`config.mk`:
```
export PLATFORM = sky130hd
export DESIGN_NAME = tap_tone_pwm
export DESIGN_NICKNAME = d
export VERILOG_FILES = /design/src/tap_pkg.sv /design/src/tap_tone_pwm.sv
export VERILOG_INCLUDE_DIRS = /design/src
export SDC_FILE = /design/constraint.sdc
export NUM_CORES = 1
export LEC_CHECK = 0
export BUFFER_PORTS_ARGS = -buffer_cell sky130_fd_sc_hd__buf_2
export CELL_PAD_IN_SITES_DETAIL_PLACEMENT = 1
export CELL_PAD_IN_SITES_GLOBAL_PLACEMENT = 1
export CORE_ASPECT_RATIO = 0.7
export CORE_MARGIN = 8
export CORE_UTILIZATION = 46
export DETAILED_ROUTE_END_ITERATION = 10
export GPL_TIMING_DRIVEN = 0
export PLACE_DENSITY = 0.87
export SYNTH_ARGS = -nofsm -noshare
export SYNTH_HDL_FRONTEND = slang
export SYNTH_SLANG_ARGS = --single-unit
```
`constraint.sdc`:
```
create_clock -name CLK_SYS -period 4.1 [get_ports CLK_SYS]
set_clock_uncertainty 0.1 [all_clocks]
set_input_delay 0.41 -clock CLK_SYS [delete_from_list [all_inputs] [get_ports CLK_SYS]]
set_output_delay 0.41 -clock CLK_SYS [all_outputs]
set_load 0.005 [all_outputs]
```
`src/tap_defs.svh`:
```
/*
 Register indices, field positions, reset values and widths of the tone and
 second PWM block. Assumes inclusion by bare name; definitions only.
*/
// Contract
// Prescaler count read-back register returns live prescaler counter; it is read-only.
// Tone codes 0-7 take prescaler output divided by 2..256; enable clear stops tone.
// Tone codes 8-15 drive tone from timer count bits 0..7 in ascending order.
// PWM active-low bit set drives active phase low, clear drives it high.
// PWM output enable puts waveform on both pins, clear returns them to GPIO.
// PWM frame period equals 10-bit reload from high-bits [5:4] and low byte.
// PWM duty is 10 bits: high-bits [3:2] above write-only duty byte.
// Timer counts down to zero, reloads reload or 0x3FF, or stops in one-shot.
// Prescaler divides by 2..256 by three-bit select, bypassed by disable bit.
// PWM active while timer count is at or below duty value, inactive otherwise.
`ifndef TAP_DEFS_SVH
`define TAP_DEFS_SVH

`define TAP_AXI_ADDR_W 8
`define TAP_IDX_W 6

// Register indices; byte address is four times the index
`define TAP_IDX_TIMER_COUNT 6'h00
`define TAP_IDX_TIMER_CTRL 6'h01
`define TAP_IDX_PRESCALER_CTRL 6'h02
`define TAP_IDX_PRESCALER_COUNT 6'h04
`define TAP_IDX_TONE_CTRL 6'h05
`define TAP_IDX_PWM_B_CTRL 6'h0A
`define TAP_IDX_PWM_B_DUTY_LOW 6'h0C
`define TAP_IDX_TIMER_HIGH_BITS 6'h10

// Timer control fields
`define TAP_TCTRL_ENABLE 0
`define TAP_TCTRL_RELOAD 1
`define TAP_TCTRL_ONE_SHOT 2
// Prescaler control fields
`define TAP_PCTRL_SEL_LSB 0
`define TAP_PCTRL_DISABLE 3
// Tone control fields
`define TAP_TONE_SEL_LSB 0
`define TAP_TONE_ENABLE 7
// PWM control fields
`define TAP_PWM_ACTIVE_LOW 6
`define TAP_PWM_OUTPUT_ENABLE 7

// Reset values, and the timer reload used on underflow when reload is clear
`define TAP_RST_PRESCALER_CTRL 4'hF
`define TAP_RST_PRESCALER_COUNT 8'hFF
`define TAP_RST_TONE_SEL 4'hF
`define TAP_TIMER_FULL 10'h3FF

`endif

```
`src/tap_pkg.sv`:
```
/*
 Types shared by the tone and second PWM block.
 Assumes nothing of its surroundings.
*/
package tap_pkg;
   typedef enum logic [1:0] {
      TAP_RESP_OKAY = 2'b00,
      TAP_RESP_SLVERR = 2'b10
   } tap_resp_t;
   typedef logic [9:0] tap_count_t;
endpackage

```
`src/tap_tone_pwm.sv`:
```
/*
 Timer with prescaler, tone output and second PWM channel behind AXI4-Lite.
 Assumes one clock, an active-low asynchronous reset and one outstanding
 read and one outstanding write at a time.
*/
`timescale 1ns/1ps
`default_nettype none
`include "tap_defs.svh"

module tap_tone_pwm (
   input wire logic CLK_SYS, // System clock, 100 MHz
   input wire logic NRST, // Asynchronous reset, active low
   input wire logic [7:0] S_AXI_AWADDR, // Write address
   input wire logic S_AXI_AWVALID, // Write address valid
   output logic S_AXI_AWREADY, // Write address ready
   input wire logic [31:0] S_AXI_WDATA, // Write data
   input wire logic [3:0] S_AXI_WSTRB, // Write byte strobes
   input wire logic S_AXI_WVALID, // Write data valid
   output logic S_AXI_WREADY, // Write data ready
   output tap_pkg::tap_resp_t S_AXI_BRESP, // Write response code
   output logic S_AXI_BVALID, // Write response valid
   input wire logic S_AXI_BREADY, // Write response ready
   input wire logic [7:0] S_AXI_ARADDR, // Read address
   input wire logic S_AXI_ARVALID, // Read address valid
   output logic S_AXI_ARREADY, // Read address ready
   output logic [31:0] S_AXI_RDATA, // Read data
   output tap_pkg::tap_resp_t S_AXI_RRESP, // Read response code
   output logic S_AXI_RVALID, // Read data valid
   input wire logic S_AXI_RREADY, // Read data ready
   output logic TONE_OUT, // Tone waveform
   output logic PWM_B_PIN_FIRST_O, // First PWM pin level
   output logic PWM_B_PIN_FIRST_OE, // First PWM pin driven
   output logic PWM_B_PIN_SECOND_O, // Second PWM pin level
   output logic PWM_B_PIN_SECOND_OE // Second PWM pin driven
);
   import tap_pkg::*;

   // Bus state
   logic aw_held;
   logic w_held;
   logic [`TAP_IDX_W-1:0] aw_idx;
   logic [7:0] w_byte;
   logic w_lane;

   // Software-visible state
   logic [7:0] timer_reload_low;
   logic [2:0] timer_ctrl;
   logic [3:0] prescaler_ctrl;
   logic [7:0] prescaler_count;
   logic [3:0] tone_frequency_select;
   logic tone_enable;
   logic pwm_b_active_low;
   logic pwm_b_output_enable;
   logic [7:0] pwm_b_duty_low;
   logic [5:0] timer_high_bits_reg;

   // Running state; the tone divider runs while the tone is off, so a
   // restart begins part way into a period
   tap_count_t timer_a_count;
   logic timer_stopped;
   logic [7:0] tone_divider;

   // Mask of prescaler bits that must be zero for one output pulse
   function automatic logic [7:0] rate_mask(input logic [2:0] sel);
      logic [8:0] full;
      full = 9'h001 << (4'(sel) + 4'h1);
      rate_mask = 8'(full - 9'h001);
   endfunction

   // Index decode shared by both bus directions
   function automatic logic idx_mapped(input logic [`TAP_IDX_W-1:0] idx);
      idx_mapped = (idx == `TAP_IDX_TIMER_COUNT) || (idx == `TAP_IDX_TIMER_CTRL) ||
                   (idx == `TAP_IDX_PRESCALER_CTRL) || (idx == `TAP_IDX_PRESCALER_COUNT) ||
                   (idx == `TAP_IDX_TONE_CTRL) || (idx == `TAP_IDX_PWM_B_CTRL) ||
                   (idx == `TAP_IDX_PWM_B_DUTY_LOW) || (idx == `TAP_IDX_TIMER_HIGH_BITS);
   endfunction

   // Write channel handshakes; address and data may arrive in either order
   wire aw_take = S_AXI_AWVALID & S_AXI_AWREADY;
   wire w_take = S_AXI_WVALID & S_AXI_WREADY;
   wire wr_fire = aw_held & w_held & ~S_AXI_BVALID;
   wire next_aw_held = (aw_held | aw_take) & ~wr_fire;
   wire next_w_held = (w_held | w_take) & ~wr_fire;
   wire next_bvalid = wr_fire | (S_AXI_BVALID & ~S_AXI_BREADY);
   // Only byte lane 0 carries register bits; a write without it changes nothing
   wire wr_en = wr_fire & w_lane;
   wire wr_timer_count = wr_en & (aw_idx == `TAP_IDX_TIMER_COUNT);
   wire wr_timer_ctrl = wr_en & (aw_idx == `TAP_IDX_TIMER_CTRL);
   wire wr_prescaler_ctrl = wr_en & (aw_idx == `TAP_IDX_PRESCALER_CTRL);
   wire wr_tone_ctrl = wr_en & (aw_idx == `TAP_IDX_TONE_CTRL);
   wire wr_pwm_ctrl = wr_en & (aw_idx == `TAP_IDX_PWM_B_CTRL);
   wire wr_pwm_duty = wr_en & (aw_idx == `TAP_IDX_PWM_B_DUTY_LOW);
   wire wr_high_bits = wr_en & (aw_idx == `TAP_IDX_TIMER_HIGH_BITS);

   // Read channel handshakes
   wire ar_take = S_AXI_ARVALID & S_AXI_ARREADY;
   wire next_rvalid = ar_take | (S_AXI_RVALID & ~S_AXI_RREADY);
   wire [`TAP_IDX_W-1:0] ar_idx = S_AXI_ARADDR[7:2];

   // Read-back selection; write-only registers read as zero
   logic [7:0] rd_byte;
   always_comb begin
      case (ar_idx)
         `TAP_IDX_TIMER_COUNT: begin
            rd_byte = timer_a_count[7:0];
         end
         `TAP_IDX_TIMER_CTRL: begin
            rd_byte = {5'h00, timer_ctrl};
         end
         `TAP_IDX_PRESCALER_CTRL: begin
            rd_byte = {4'h0, prescaler_ctrl};
         end
         `TAP_IDX_PRESCALER_COUNT: begin
            rd_byte = prescaler_count;
         end
         `TAP_IDX_PWM_B_CTRL: begin
            rd_byte = {pwm_b_output_enable, pwm_b_active_low, 6'h00};
         end
         `TAP_IDX_TIMER_HIGH_BITS: begin
            rd_byte = {2'b00, timer_high_bits_reg};
         end
         default: begin
            rd_byte = 8'h00;
         end
      endcase
   end
   // Only the timer count carries bits above the byte
   wire [1:0] rd_upper = (ar_idx == `TAP_IDX_TIMER_COUNT) ? timer_a_count[9:8] : 2'b00;
   wire [31:0] rd_word = {22'h00_0000, rd_upper, rd_byte};

   // Prescaler: free down counter, pulse when the selected low bits are zero
   // Changing the rate mid-count may give one short first period
   wire prescaler_a_disable = prescaler_ctrl[`TAP_PCTRL_DISABLE];
   wire [2:0] prescaler_a_rate_select = prescaler_ctrl[`TAP_PCTRL_SEL_LSB +: 3];
   wire ps_low_zero = (prescaler_count & rate_mask(prescaler_a_rate_select)) == 8'h00;
   wire ps_tick = prescaler_a_disable | ps_low_zero;

   // Timer decode; a count write wins over stepping, so a load is never
   // lost to an underflow in the same cycle
   wire timer_run = timer_ctrl[`TAP_TCTRL_ENABLE] & ~timer_stopped;
   wire timer_step = timer_run & ps_tick;
   wire underflow = timer_step & (timer_a_count == 10'h000);
   wire one_shot = timer_ctrl[`TAP_TCTRL_ONE_SHOT];
   tap_count_t reload_value;
   assign reload_value = {timer_high_bits_reg[5:4], timer_reload_low};
   tap_count_t next_count;
   assign next_count = wr_timer_count ? {timer_high_bits_reg[5:4], w_byte} :
                       ~underflow ? (timer_step ? timer_a_count - 10'h001 : timer_a_count) :
                       one_shot ? timer_a_count :
                       timer_ctrl[`TAP_TCTRL_RELOAD] ? reload_value : `TAP_TIMER_FULL;

   // Tone source selection; codes 8-15 follow the count even while it is stopped
   wire tone_from_count = tone_frequency_select[3];
   wire [2:0] tone_tap = tone_frequency_select[2:0];
   wire tone_from_div = tone_divider[tone_tap];
   wire tone_from_timer = timer_a_count[tone_tap];
   wire next_tone = tone_enable & (tone_from_count ? tone_from_timer : tone_from_div);

   // PWM level: active phase while count at or below duty, within reload frame
   tap_count_t duty_value;
   assign duty_value = {timer_high_bits_reg[3:2], pwm_b_duty_low};
   wire pwm_active = (timer_a_count <= duty_value);
   wire next_pwm_level = pwm_active ^ pwm_b_active_low;

   // Write path handshake state; ready stays low until the response is
   // handed over, so a second write never queues behind an unread answer
   always_ff @(posedge CLK_SYS or negedge NRST) begin
      if (!NRST) begin
         aw_held <= 1'b0;
         w_held <= 1'b0;
         S_AXI_AWREADY <= 1'b0;
         S_AXI_WREADY <= 1'b0;
         S_AXI_BVALID <= 1'b0;
      end else begin
         aw_held <= next_aw_held;
         w_held <= next_w_held;
         S_AXI_AWREADY <= ~next_aw_held & ~next_bvalid;
         S_AXI_WREADY <= ~next_w_held & ~next_bvalid;
         S_AXI_BVALID <= next_bvalid;
      end
   end

   // Write payload capture and response code; an unmapped index answers
   // with an error and changes nothing
   always_ff @(posedge CLK_SYS or negedge NRST) begin
      if (!NRST) begin
         aw_idx <= 6'h00;
         w_byte <= 8'h00;
         w_lane <= 1'b0;
         S_AXI_BRESP <= TAP_RESP_OKAY;
      end else begin
         if (aw_take) begin
            aw_idx <= S_AXI_AWADDR[7:2];
         end
         if (w_take) begin
            w_byte <= S_AXI_WDATA[7:0];
            w_lane <= S_AXI_WSTRB[0];
         end
         if (wr_fire) begin
            S_AXI_BRESP <= idx_mapped(aw_idx) ? TAP_RESP_OKAY : TAP_RESP_SLVERR;
         end
      end
   end

   // Read path; data sampled at the address edge, so a count read shows
   // the value at the take, not at the hand-over
   always_ff @(posedge CLK_SYS or negedge NRST) begin
      if (!NRST) begin
         S_AXI_ARREADY <= 1'b0;
         S_AXI_RVALID <= 1'b0;
         S_AXI_RDATA <= 32'h0000_0000;
         S_AXI_RRESP <= TAP_RESP_OKAY;
      end else begin
         S_AXI_ARREADY <= ~next_rvalid;
         S_AXI_RVALID <= next_rvalid;
         if (ar_take) begin
            S_AXI_RDATA <= idx_mapped(ar_idx) ? rd_word : 32'h0000_0000;
            S_AXI_RRESP <= idx_mapped(ar_idx) ? TAP_RESP_OKAY : TAP_RESP_SLVERR;
         end
      end
   end

   // Configuration registers
   // Write-only fields have no read path; software keeps its own copy
   always_ff @(posedge CLK_SYS or negedge NRST) begin
      if (!NRST) begin
         timer_reload_low <= 8'h00;
         timer_ctrl <= 3'h0;
         prescaler_ctrl <= `TAP_RST_PRESCALER_CTRL;
         tone_frequency_select <= `TAP_RST_TONE_SEL;
         tone_enable <= 1'b0;
         pwm_b_active_low <= 1'b0;
         pwm_b_output_enable <= 1'b0;
         pwm_b_duty_low <= 8'h00;
         timer_high_bits_reg <= 6'h00;
      end else begin
         if (wr_timer_count) begin
            timer_reload_low <= w_byte;
         end
         if (wr_timer_ctrl) begin
            timer_ctrl <= w_byte[2:0];
         end
         if (wr_prescaler_ctrl) begin
            prescaler_ctrl <= w_byte[3:0];
         end
         if (wr_tone_ctrl) begin
            tone_frequency_select <= w_byte[`TAP_TONE_SEL_LSB +: 4];
            tone_enable <= w_byte[`TAP_TONE_ENABLE];
         end
         if (wr_pwm_ctrl) begin
            pwm_b_active_low <= w_byte[`TAP_PWM_ACTIVE_LOW];
            pwm_b_output_enable <= w_byte[`TAP_PWM_OUTPUT_ENABLE];
         end
         if (wr_pwm_duty) begin
            pwm_b_duty_low <= w_byte;
         end
         if (wr_high_bits) begin
            timer_high_bits_reg <= w_byte[5:0];
         end
      end
   end

   // Prescaler, timer and tone divider
   always_ff @(posedge CLK_SYS or negedge NRST) begin
      if (!NRST) begin
         prescaler_count <= `TAP_RST_PRESCALER_COUNT;
         timer_a_count <= 10'h000;
         timer_stopped <= 1'b0;
         tone_divider <= 8'h00;
      end else begin
         prescaler_count <= prescaler_count - 8'h01;
         timer_a_count <= next_count;
         // A new count or control write re-arms a stopped one-shot
         if (wr_timer_count | wr_timer_ctrl) begin
            timer_stopped <= 1'b0;
         end else if (underflow & one_shot) begin
            timer_stopped <= 1'b1;
         end
         if (ps_tick) begin
            tone_divider <= tone_divider + 8'h01;
         end
      end
   end

   // Output flops; both pins carry the same waveform
   // Enable and level register on one edge, so a pin never shows a stale level
   always_ff @(posedge CLK_SYS or negedge NRST) begin
      if (!NRST) begin
         TONE_OUT <= 1'b0;
         PWM_B_PIN_FIRST_O <= 1'b0;
         PWM_B_PIN_SECOND_O <= 1'b0;
         PWM_B_PIN_FIRST_OE <= 1'b0;
         PWM_B_PIN_SECOND_OE <= 1'b0;
      end else begin
         TONE_OUT <= next_tone;
         PWM_B_PIN_FIRST_O <= next_pwm_level;
         PWM_B_PIN_SECOND_O <= next_pwm_level;
         PWM_B_PIN_FIRST_OE <= pwm_b_output_enable;
         PWM_B_PIN_SECOND_OE <= pwm_b_output_enable;
      end
   end

endmodule

`default_nettype wire

```
Yosys cells after proc, flatten, opt, wreduce, memory -nomap -nowiden
Cells that the tools add are included.
{ "totals": {"ff_bits": 124, "inputBits": 59, "wordCells": 132} }
{ "classes": {"addsub": 5, "magnitude_cmp": 3, "eq_ne": 15, "shift": 1, "mux": 17, "n_bitwise": 41, "reduce_logical": 21} }
{ "ops": {"columns": ["operator", "count"], "rows": [
  ["10-bit two-way mux", 6],
  ["8-bit one-hot mux with 6 select lines", 1],
  ["1-bit AND", 24],
  ["6-bit by 3-bit equality test with 1-bit output, second input constant", 4],
  ["6-bit by 4-bit equality test with 1-bit output, second input constant", 4],
  ["8-bit by 1-bit subtractor with 8-bit output, second input constant", 2],
  ["1-bit logical OR", 14],
  ["6-bit by 1-bit equality test with 1-bit output, second input constant", 2],
  ["6-bit by 2-bit equality test with 1-bit output, second input constant", 2],
  ["6-bit by 5-bit equality test with 1-bit output, second input constant", 2],
  ["6-bit zero test", 2],
  ["10-bit less-or-equal comparator", 1],
  ["10-bit zero test", 1],
  ["10-bit by 1-bit subtractor with 10-bit output, second input constant", 1],
  ["1-bit inverter", 9],
  ["8-bit by 1-bit adder with 8-bit output, second input constant", 1],
  ["8-bit AND", 1],
  ["8-bit zero test", 1],
  ["1-bit by 4-bit left shift with 8-bit output, first input constant", 1],
  ["1-bit binary-select mux with 3-bit select", 2],
  ["2-bit two-way mux", 3],
  ["1-bit bitwise OR", 6],
  ["3-bit by 5-bit less-than comparator with 1-bit output, second input constant", 1],
  ["1-bit two-way mux", 5],
  ["other kinds (7)", 7]
]} }

Depth between registers and ports, before layout
Gate-level depths: netlist of the first run.
{ "logic_depth": {"word_depth": 11, "mapped_depth": 12, "ltp_nobuf": 9} }

Least setup slack after synthesis of the first run
No wires, ideal clock.
{ "synth_timing": {"path_kind": "register to register", "from": "reg prescaler_ctrl[2]", "to": "reg timer_a_count[4]", "setup_ns": 0.104, "arrival_time_ns": 2.350, "required_time_ns": 3.896, "setup_slack_ns": 1.546, "stages_incl_launch_ff": 11, "n_path_buf": 2, "synth_period_minus_slack_ns": 2.554, "cell_sequence": "dfstp_2 buf_4 or3_1 ha_1 xor2_1 a221oi_2 a21o_1 buf_6 nand3_4 or3_1 o311ai_1"} }
{ "synth_via": {"elab_chain_cells": 10} }
{ "synth_rtl": {"columns": ["item", "line", "rtl"], "rows": [
  ["start: declaration", "tap_tone_pwm.sv:48", "logic [3:0] prescaler_ctrl;"],
  ["start signal: assignment", "tap_tone_pwm.sv:229", "prescaler_ctrl <= `TAP_RST_PRESCALER_CTRL;"],
  ["start signal: assignment", "tap_tone_pwm.sv:244", "prescaler_ctrl <= w_byte[3:0];"],
  ["3-bit by 1-bit adder with 4-bit output *", "tap_tone_pwm.sv:66", "full = 9'h001 << (4'(sel) + 4'h1);"],
  ["1-bit by 4-bit left shift with 8-bit output *", "tap_tone_pwm.sv:66", null],
  ["8-bit by 1-bit subtractor with 8-bit output *", "tap_tone_pwm.sv:67", "rate_mask = 8'(full - 9'h001);"],
  ["8-bit AND *", "tap_tone_pwm.sv:135", "wire ps_low_zero = (prescaler_count & rate_mask(prescaler_a_rate_select)) == 8'h00;"],
  ["8-bit zero test *", "tap_tone_pwm.sv:135", null],
  ["1-bit bitwise OR *", "tap_tone_pwm.sv:136", "wire ps_tick = prescaler_a_disable | ps_low_zero;"],
  ["1-bit AND *", "tap_tone_pwm.sv:141", "wire timer_step = timer_run & ps_tick;"],
  ["1-bit AND", "tap_tone_pwm.sv:142", "wire underflow = timer_step & (timer_a_count == 10'h000);"],
  ["3-bit != test (no source line) (tied with other cells)", null, null],
  ["2-bit AND reduction (no source line) or 10-bit two-way mux (tied branches)", null, null],
  ["end signal: assignment", "tap_tone_pwm.sv:272", "timer_a_count <= next_count;"],
  ["end: declaration", "tap_tone_pwm.sv:59", "tap_count_t timer_a_count;"]
]} }
Every way passes the cells marked *; elsewhere a longest branch is shown, timed or not.
A chain may end at the register's enable or synchronous reset.

Worst setup path in the final report of the first run
{ "layout_timing": {"from": "reg timer_a_count[0]", "to": "reg timer_a_count[2]"} }
{ "layout_via": {"elab_chain_cells": 4} }
{ "layout_rtl": {"columns": ["item", "line"], "rows": [
  ["10-bit by 1-bit subtractor with 10-bit output or 10-bit zero test (tied branches)", "tap_tone_pwm.sv:148, tap_tone_pwm.sv:142"],
  ["10-bit two-way mux or 1-bit AND (tied branches)", "tap_tone_pwm.sv:148, tap_tone_pwm.sv:142"],
  ["10-bit two-way mux (no source line) (tied with other cells)", null],
  ["10-bit two-way mux (no source line) or 2-bit AND reduction (tied branches)", null]
]} }
Parallel ways exist; a longest one is shown, timed or not. The select of a mux whose other input is x is not followed.

==> impl_table.tex, run 1 <==
\begin{tabular}{lr}
\hline
Metric & Value \\
\hline
\multicolumn{2}{l}{\textbf{Status}} \\
Status & complete, no violations \\
\multicolumn{2}{l}{\textbf{Synth}} \\
Number of cells produced by synthesis & 501 \\
Flops \& latches, synth & 100 \\
Area share of the leading cell type in the synthesized netlist & 40.1\% \\
Netlist cell types & 60 \\
Count of flip-flops with a built-in enable after synthesis & 0 \\
Ranking of synthesized cells by instance count & sky130\_fd\_sc\_hd\_\_dfrtp\_1 (84), sky130\_fd\_sc\_hd\_\_nand2\_1 (64), sky130\_fd\_sc\_hd\_\_buf\_4 (27), sky130\_fd\_sc\_hd\_\_inv\_1 (26) \\
Area leader, netlist & sky130\_fd\_sc\_hd\_\_dfrtp\_1 \\
Most repeated cell in the gate-level netlist after synthesis & sky130\_fd\_sc\_hd\_\_dfrtp\_1 \\
Sequential element share of the synthesized area & 48.1\% \\
Most used flip-flop cell after synthesis & sky130\_fd\_sc\_hd\_\_dfrtp\_1 \\
Post-Syn Area per Cell & 10.5 um2 \\
Proportion of register bits with asynchronous set or reset after synthesis & 100\% \\
Count of yosys warnings during synthesis & 0 \\
Cell area after technology mapping & 5240 um2 \\
Leading cell types by total area after synthesis & sky130\_fd\_sc\_hd\_\_dfrtp\_1 (40\%), sky130\_fd\_sc\_hd\_\_dfstp\_2 (8.0\%), sky130\_fd\_sc\_hd\_\_mux2\_2 (4.9\%) \\
\multicolumn{2}{l}{\textbf{Worst hold path}} \\
HP Start & S\_AXI\_BREADY \\
Depth of the worst hold-timing path & 2 \\
Hold Crit Endpoint & S\_AXI\_BVALID \\
Type of the worst min-delay path & input port to flip-flop \\
\multicolumn{2}{l}{\textbf{Die}} \\
Chip width & 144 um \\
Number of rows in the core area & 32 \\
Vertical extent of the die & 105 um \\
Die footprint & 15,100 um2 \\
Count of boundary I/O pins & 105 \\
Placeable Area & 11,100 um2 \\
Starting Density & 47.4\% \\
\multicolumn{2}{l}{\textbf{Final layout}} \\
Net count of the finished layout & 659 \\
Count of inserted antenna diode cells & 0 \\
Fillers & 1,248 \\
Fraction of layout instances using a drive strength above 1 & 24.9\% \\
Registers with the most flip-flops & S\_AXI\_RDATA x10, timer\_a\_count x10 \\
Area of all placed cells without fillers & 6090 um2 \\
Number of cells in the finished layout apart from fillers & 744 \\
Area growth, synth to finish & 16.3\% \\
\multicolumn{2}{l}{\textbf{Detailed routing}} \\
Remaining antenna violation count & 0 \\
Total via count in the routed design & 4,170 \\
Total length of routed wires & 14,800 um \\
Starting DRT DRC Count & 277 \\
Post-DR vias/cell & 5.60 \\
Wire length per cell & 19.9 um \\
Drt pass-1 iters & 5 \\
Number of DRC violations after detailed routing & 0 \\
\multicolumn{2}{l}{\textbf{Clock tree}} \\
Total number of clock tree sinks & 100 \\
Clock Root Buffer & sky130\_fd\_sc\_hd\_\_clkbuf\_16 \\
Worst-skew pair later-pin latency & 0.35 ns \\
\# H-tree levels & 3 \\
TritonCTS clock tree & done \\
Bufs on Longest Clock Path & 2 \\
Number of buffers created by CTS & 9 \\
Clock-pin transition on the worst setup and hold timing paths & 0.07 ns \\
\multicolumn{2}{l}{\textbf{Global routing}} \\
Vias in the first global route & 4,453 \\
Overall routing resource usage & 20.3\% \\
Wire length of the first global-routing pass & 23,900 um \\
Largest net degree at the start of global routing & 62 \\
Number of antenna violations at the first check in global routing & 0 \\
GR Overflow Total & 0 \\
\multicolumn{2}{l}{\textbf{STA}} \\
Number of setup violations in the final report & 0 \\
Share of the clock period used by the worst path & 74.7\% \\
Maximum frequency from static timing analysis & 0.326 GHz \\
Number of slew-limit violations in the final report & 0 \\
Final sum of negative setup slack & 0 ns \\
Least-Margin Pin Slew & 1.03 ns \\
Post-layout min period & 3.06 ns \\
Number of hold violations in the final report & 0 \\
RSZ-0062 raised after global routing & no \\
Slew Limit Headroom & 30.7\% \\
\multicolumn{2}{l}{\textbf{Pwr}} \\
Final Power & 3.61 mW \\
Leakage power total & 2.85 nW \\
VDD IR max & 0.000283 V \\
Power density over cell area & 593 nW/um2 \\
Proportion of power drawn by flip-flops and latches & 46.8\% \\
Clk network pwr share & 23.2\% \\
Internal power & 2.24 mW \\
Combinational Power Share & 30.0\% \\
Proportion of total power due to net switching & 37.8\% \\
Switching power & 1.37 mW \\
\multicolumn{2}{l}{\textbf{Worst setup path}} \\
Type of element capturing the critical path & flip-flop \\
Critical path's most frequent cell & sky130\_fd\_sc\_hd\_\_inv\_1 \\
End of the worst register-to-register path & timer\_a\_count[2] \\
Reg-to-reg startpoint & timer\_a\_count[0] \\
Setup CP Type & flip-flop to flip-flop \\
Worst-case register-to-register setup slack & 1.04 ns \\
Worst path arrival time & 3.18 ns \\
Crit path max fanout & 8 \\
Slowest stage cell on the critical path & sky130\_fd\_sc\_hd\_\_or3\_1 \\
Number of buffers and inverters on the critical path & 4 \\
Worst reg2reg path depth & 11 \\
Crit path largest cell delay & 0.38 ns \\
Critical path startpoint category & flip-flop \\
Data required time of the worst path & 4.21 ns \\
CP top delay family & simple AND/OR/NAND/NOR gates \\
Cells traversed along the worst timing path & clkbuf\_1 > inv\_1 > ha\_1 > inv\_1 > or3\_1 > nor4bb\_1 > buf\_2 > nand3\_1 > nand2b\_1 > o211ai\_1 > o311ai\_1 \\
\multicolumn{2}{l}{\textbf{Placed design}} \\
Weighted congestion reported at the end of routability-driven placement & 0.911 \\
Placed Instances & 727 \\
Area after detailed placement & 5790 um2 \\
HPWL Detailed & 11,100 um \\
Count of buffers inserted at the top-level ports & 49 \\
\multicolumn{2}{l}{\textbf{Job}} \\
\# Max-Cap Violations & 0 \\
\hline
\end{tabular}
==> layout make-up <==
cell class / instances / area (um2) / share of cell area [%]
Sequential cell: 100 / 2520 / 41.4
Multi-Input combinational cell: 356 / 2430 / 39.8
Clock inverter: 7 / 65.1 / 1.07
Inverter: 26 / 97.6 / 1.60
Clock buffer: 9 / 225 / 3.70
Timing Repair Buffer: 51 / 285 / 4.68
Tap cell: 153 / 191 / 3.14
Buffer: 42 / 278 / 4.56
==> metrics by stage <==
step | hold WS [ns] | worst slack, ns | utilization (%)
4_1_cts | 0.154 | 1.12 | 55.1
3_5_place_dp | 0.326 | 1.15 | 52.4
3_3_place_gp | 0.337 | 1.17 | 52.1
6_report | 0.158 | 1.04 | 55.1
5_1_grt | 0.159 | 0.968 | 55.1
2_1_floorplan | 0.0144 | 1.55 | -
==> placed cells by master, fill, tap and decap left out, types with 4 or more instances in the layout <==
master and count:
sky130_fd_sc_hd__a21o_1 6, sky130_fd_sc_hd__a21oi_1 14, sky130_fd_sc_hd__a221oi_1 4, sky130_fd_sc_hd__and2_1 4
sky130_fd_sc_hd__and3_1 6, sky130_fd_sc_hd__buf_2 51, sky130_fd_sc_hd__buf_4 28, sky130_fd_sc_hd__clkbuf_1 10
sky130_fd_sc_hd__clkbuf_16 9, sky130_fd_sc_hd__conb_1 25, sky130_fd_sc_hd__dfrtp_1 84, sky130_fd_sc_hd__dfstp_2 16
sky130_fd_sc_hd__ha_1 14, sky130_fd_sc_hd__inv_1 26, sky130_fd_sc_hd__mux2_1 11, sky130_fd_sc_hd__mux2_2 23
sky130_fd_sc_hd__mux4_2 5, sky130_fd_sc_hd__nand2_1 64, sky130_fd_sc_hd__nand2b_1 5, sky130_fd_sc_hd__nand3_1 16
sky130_fd_sc_hd__nand4_1 5, sky130_fd_sc_hd__nor2_1 23, sky130_fd_sc_hd__nor2b_1 4, sky130_fd_sc_hd__nor3_1 11
sky130_fd_sc_hd__nor4_1 4, sky130_fd_sc_hd__o211ai_1 5, sky130_fd_sc_hd__o21a_1 5, sky130_fd_sc_hd__o21ai_0 14
sky130_fd_sc_hd__o21ai_1 12, sky130_fd_sc_hd__o221ai_1 4, sky130_fd_sc_hd__or3_1 6, sky130_fd_sc_hd__xnor2_1 12
sky130_fd_sc_hd__xor2_1 6
==> per-layer routing <==
metal / track usage, % / part of all wire [%]
met1: 26.9 / 45
met3: 6.62 / 7.7
met4: 5.83 / 1.9
met5: 0 / 0
met2: 31.1 / 45
==> how the worst max path moves through the flow <==
stage                 startpoint                to  slack, ns  cells after the start
2_1_floorplan  prescaler_ctrl[2]  timer_a_count[4]       1.55                     10
3_3_place_gp    timer_a_count[0]  timer_a_count[2]       1.17                     11
3_5_place_dp    timer_a_count[0]  timer_a_count[2]       1.15                     11
4_1_cts         timer_a_count[0]  timer_a_count[2]       1.12                     11
5_1_grt         timer_a_count[0]  timer_a_count[2]       0.97                     11
6_report        timer_a_count[0]  timer_a_count[2]       1.04                     11
==> cell families (layout without fill, tap and decap cells) <==
logic type | after synthesis | in the layout | synth area share, %
DFF | 100 | 100 | 48.1
and+or+nand+nor | 170 | 170 | 17.0
xor gates and xnor gates | 18 | 18 | 3.01
adders and majority gates | 14 | 14 | 3.34
muxes | 39 | 39 | 9.46
AOI/OAI and AO/OA | 90 | 90 | 11.7
buffers and inverters | 68 | 135 | 7.16
other | 2 | 25 | 0.143
==> what timing repair did <==
action                     CTS  global route
buffers inserted             0             0
gates resized for setup      0             0
hold endpoints to repair    35             0
setup endpoints to repair    0             0
hold buffers                 1             0
==> power by group through the flow <==
stage / clock (mW) / sequential (mW) / combinational, mW
floorplan: 0 / 1.51 / 0.790
global placement: 0 / 1.67 / 0.984
detailed placement: 0 / 1.69 / 1.07
finish: 0.837 / 1.69 / 1.08
CTS: 0.857 / 1.68 / 1.09
global route: 0.885 / 1.72 / 1.20
Power figures use the tool's default switching activity.
==> run 2: changes to the inputs <==
--- a/config.mk
+++ b/config.mk
@@ -11,10 +11,10 @@
 export CELL_PAD_IN_SITES_GLOBAL_PLACEMENT = 1
 export CORE_ASPECT_RATIO = 0.7
 export CORE_MARGIN = 8
-export CORE_UTILIZATION = 46
+export CORE_UTILIZATION = 39
 export DETAILED_ROUTE_END_ITERATION = 10
 export GPL_TIMING_DRIVEN = 0
-export PLACE_DENSITY = 0.87
+export PLACE_DENSITY = 0.79
 export SYNTH_ARGS = -nofsm -noshare
 export SYNTH_HDL_FRONTEND = slang
 export SYNTH_SLANG_ARGS = --single-unit
==> constraint.sdc (replaced) <==
create_clock -name CLK_SYS -period 2.5 [get_ports CLK_SYS]
set_clock_uncertainty 0.1 [all_clocks]
set_input_delay 0.25 -clock CLK_SYS [delete_from_list [all_inputs] [get_ports CLK_SYS]]
set_output_delay 0.25 -clock CLK_SYS [all_outputs]
set_load 0.005 [all_outputs]
==> impl_table.tex, run 2 (synthesized netlist as in run 1, its figures left out) <==
\begin{tabular}{lr}
\hline
Metric & Value \\
\hline
\multicolumn{2}{l}{\textbf{Final layout}} \\
Commonest non-fill, non-tap cell in the layout & sky130\_fd\_sc\_hd\_\_dfrtp\_1 \\
Count of inserted antenna diode cells & 0 \\
Net count of the finished layout & 677 \\
Area growth, synth to finish & 23.3\% \\
Final cell utilization of the core & 49.2\% \\
Fillers & 1,482 \\
Registers with the most flip-flops & S\_AXI\_RDATA x10, timer\_a\_count x10 \\
Most used cells in the layout excluding fill and tap cells & sky130\_fd\_sc\_hd\_\_dfrtp\_1 (82), sky130\_fd\_sc\_hd\_\_nand2\_1 (63), sky130\_fd\_sc\_hd\_\_buf\_4 (48), sky130\_fd\_sc\_hd\_\_buf\_2 (48) \\
Fraction of layout instances using a drive strength above 1 & 31.4\% \\
\multicolumn{2}{l}{\textbf{Worst setup path}} \\
Crit path largest cell delay & 0.40 ns \\
Critical path startpoint category & flip-flop \\
Type of element capturing the critical path & flip-flop \\
Number of buffers and inverters on the critical path & 1 \\
Slowest stage cell on the critical path & sky130\_fd\_sc\_hd\_\_or3\_4 \\
Worst path arrival time & 2.76 ns \\
Setup CP Type & flip-flop to flip-flop \\
Crit path max fanout & 6 \\
Data required time of the worst path & 2.64 ns \\
Cells traversed along the worst timing path & or3\_4 > ha\_4 > o221ai\_4 > a221oi\_2 > a21o\_1 > buf\_6 > and3\_4 > o211ai\_1 > o311ai\_1 \\
CP top delay family & compound AO/OA/AOI/OAI gates \\
\multicolumn{2}{l}{\textbf{Clock tree}} \\
Total number of clock tree sinks & 100 \\
Clock Root Buffer & sky130\_fd\_sc\_hd\_\_clkbuf\_16 \\
TritonCTS clock tree & done \\
\# H-tree levels & 3 \\
Number of buffers created by CTS & 9 \\
Worst-skew pair later-pin latency & 0.36 ns \\
Clock-pin transition on the worst setup and hold timing paths & 0.08 ns \\
Bufs on Longest Clock Path & 2 \\
\multicolumn{2}{l}{\textbf{Placed design}} \\
HPWL Detailed & 11,100 um \\
Weighted congestion reported at the end of routability-driven placement & 0.896 \\
Count of buffers inserted at the top-level ports & 49 \\
\multicolumn{2}{l}{\textbf{Pwr}} \\
Switching power & 2.37 mW \\
Combinational Power Share & 31.6\% \\
Leakage power total & 3.00 nW \\
Final Power & 6.28 mW \\
Internal power & 3.91 mW \\
Proportion of power drawn by flip-flops and latches & 44.4\% \\
VDD IR max & 0.000526 V \\
Proportion of total power due to net switching & 37.7\% \\
Power density over cell area & 972 nW/um2 \\
Clk network pwr share & 23.9\% \\
\multicolumn{2}{l}{\textbf{Die}} \\
Count of boundary I/O pins & 105 \\
Chip width & 155 um \\
Vertical extent of the die & 113 um \\
Number of rows in the core area & 35 \\
Die footprint & 17,500 um2 \\
Starting Density & 39.9\% \\
Placeable Area & 13,100 um2 \\
\multicolumn{2}{l}{\textbf{STA}} \\
Post-layout min period & 2.62 ns \\
Least-Margin Pin Slew & 1.01 ns \\
RSZ-0062 raised after global routing & yes \\
Share of the clock period used by the worst path & 105\% \\
Number of setup violations in the final report & 8 \\
PnR worst setup slack & -0.120 ns \\
Number of slew-limit violations in the final report & 0 \\
Slew Limit Headroom & 32.5\% \\
Maximum frequency from static timing analysis & 0.382 GHz \\
Number of hold violations in the final report & 0 \\
\multicolumn{2}{l}{\textbf{Detailed routing}} \\
Remaining antenna violation count & 0 \\
Total length of routed wires & 15,600 um \\
Number of DRC violations after detailed routing & 0 \\
Total via count in the routed design & 4,264 \\
Drt pass-1 iters & 6 \\
Wire length per cell & 20.2 um \\
Post-DR vias/cell & 5.50 \\
Starting DRT DRC Count & 325 \\
\multicolumn{2}{l}{\textbf{Global routing}} \\
GR Overflow Total & 0 \\
Number of antenna violations at the first check in global routing & 0 \\
Wire length of the first global-routing pass & 24,700 um \\
Largest net degree at the start of global routing & 64 \\
Overall routing resource usage & 17.9\% \\
Vias in the first global route & 4,574 \\
\multicolumn{2}{l}{\textbf{Worst hold path}} \\
Type of the worst min-delay path & input port to flip-flop \\
\multicolumn{2}{l}{\textbf{Status}} \\
Status & finished with violations \\
Violations in the final reports & negative setup slack \\
\multicolumn{2}{l}{\textbf{Job}} \\
\# Max-Cap Violations & 0 \\
\hline
\end{tabular}
## run 2: cell count changes in the layout (fill, tap and decap cells not counted), moves of 3 or more
| cell | delta |
|---|---|
| sky130_fd_sc_hd__clkbuf_1 | -3 |
| sky130_fd_sc_hd__buf_4 | +20 |
| sky130_fd_sc_hd__nand3_1 | -3 |
| sky130_fd_sc_hd__or3_1 | -3 |
| sky130_fd_sc_hd__or3_4 | +3 |
| sky130_fd_sc_hd__buf_2 | -3 |
## run 2: timing repair
item	CTS	global route
hold buffers	2	0
pin swaps	10	11
cloned	0	0
hold endpoints to repair	38	0
endpoints found under the setup margin	15	27
resized for setup	13	24
setup buffers	13	8
## run 2: area by class of cell
cell class | count | area [um2] | area share (%)
flip-flops and latches | 100 | 2520 | 39.1
inverters | 26 | 97.6 | 1.51
clock buffers | 9 | 225 | 3.49
multi-input cells | 356 | 2590 | 40.2
plain buffers | 38 | 262 | 4.05
repair buffers | 73 | 457 | 7.07
clock inverters | 7 | 92.6 | 1.43
well taps | 166 | 208 | 3.21
## run 2: worst register-to-register path: cells and delay by family (launching register included)
| kind | cells | cell delay, ns |
|---|---|---|
| buffers and inverters | 1 | 0.11 |
| AND/OR/NAND/NOR | 2 | 0.65 |
| adder cells (fa/ha/maj) | 1 | 0.28 |
| AO/OA/AOI/OAI | 5 | 0.99 |
| flip-flops | 1 | 0.39 |
## run 2: per-layer routing
layer / track usage (%) / routed length, um / up-vias
met3: 4.68 / 1020 / 35
met2: 28.1 / 7170 / 134
met4: 5.86 / 374 / 0
li1: - / - / 1947
met1: 23.7 / 7070 / 2148
met5: 0 / 0 / -
## run 2: stage by stage
step	TNS [ns]	cell area [um2]	hold WS [ns]	setup slack, ns	instances
2_1_floorplan	0	5360	-0.146	0.0858	524
4_1_cts	-0.647	6300	0.0121	-0.162	769
5_1_grt	-1.44	6460	0.0161	-0.197	775
3_5_place_dp	-3.00	5840	0.161	-0.456	740
3_3_place_gp	-2.53	5810	0.348	-0.420	739
6_report	-0.516	6460	0.0177	-0.120	775
## run 2: final timing paths
path	from	to	slack (ns)	depth (start not counted)
worst min-delay path	S_AXI_AWADDR[5]	aw_idx[3]	0.02	2
worst max register to register	prescaler_ctrl[2]	timer_a_count[2]	-0.12	9
worst max-delay path	prescaler_ctrl[2]	timer_a_count[2]	-0.12	9
max in group asynchronous	NRST	prescaler_count[7]	1.26	3
worst min register to register	pwm_b_output_enable	PWM_B_PIN_SECOND_OE	0.34	0
min in group asynchronous	NRST	w_byte[6]	0.31	2
## run 2: power by group through the flow
stage | sequential, mW | combinational (mW) | clock [mW]
4_1_cts | 2.75 | 1.87 | 1.53
6_report | 2.79 | 1.99 | 1.50
3_3_place_gp | 2.73 | 1.66 | 0
2_1_floorplan | 2.47 | 1.33 | 0
3_5_place_dp | 2.77 | 1.79 | 0
5_1_grt | 2.84 | 2.20 | 1.57
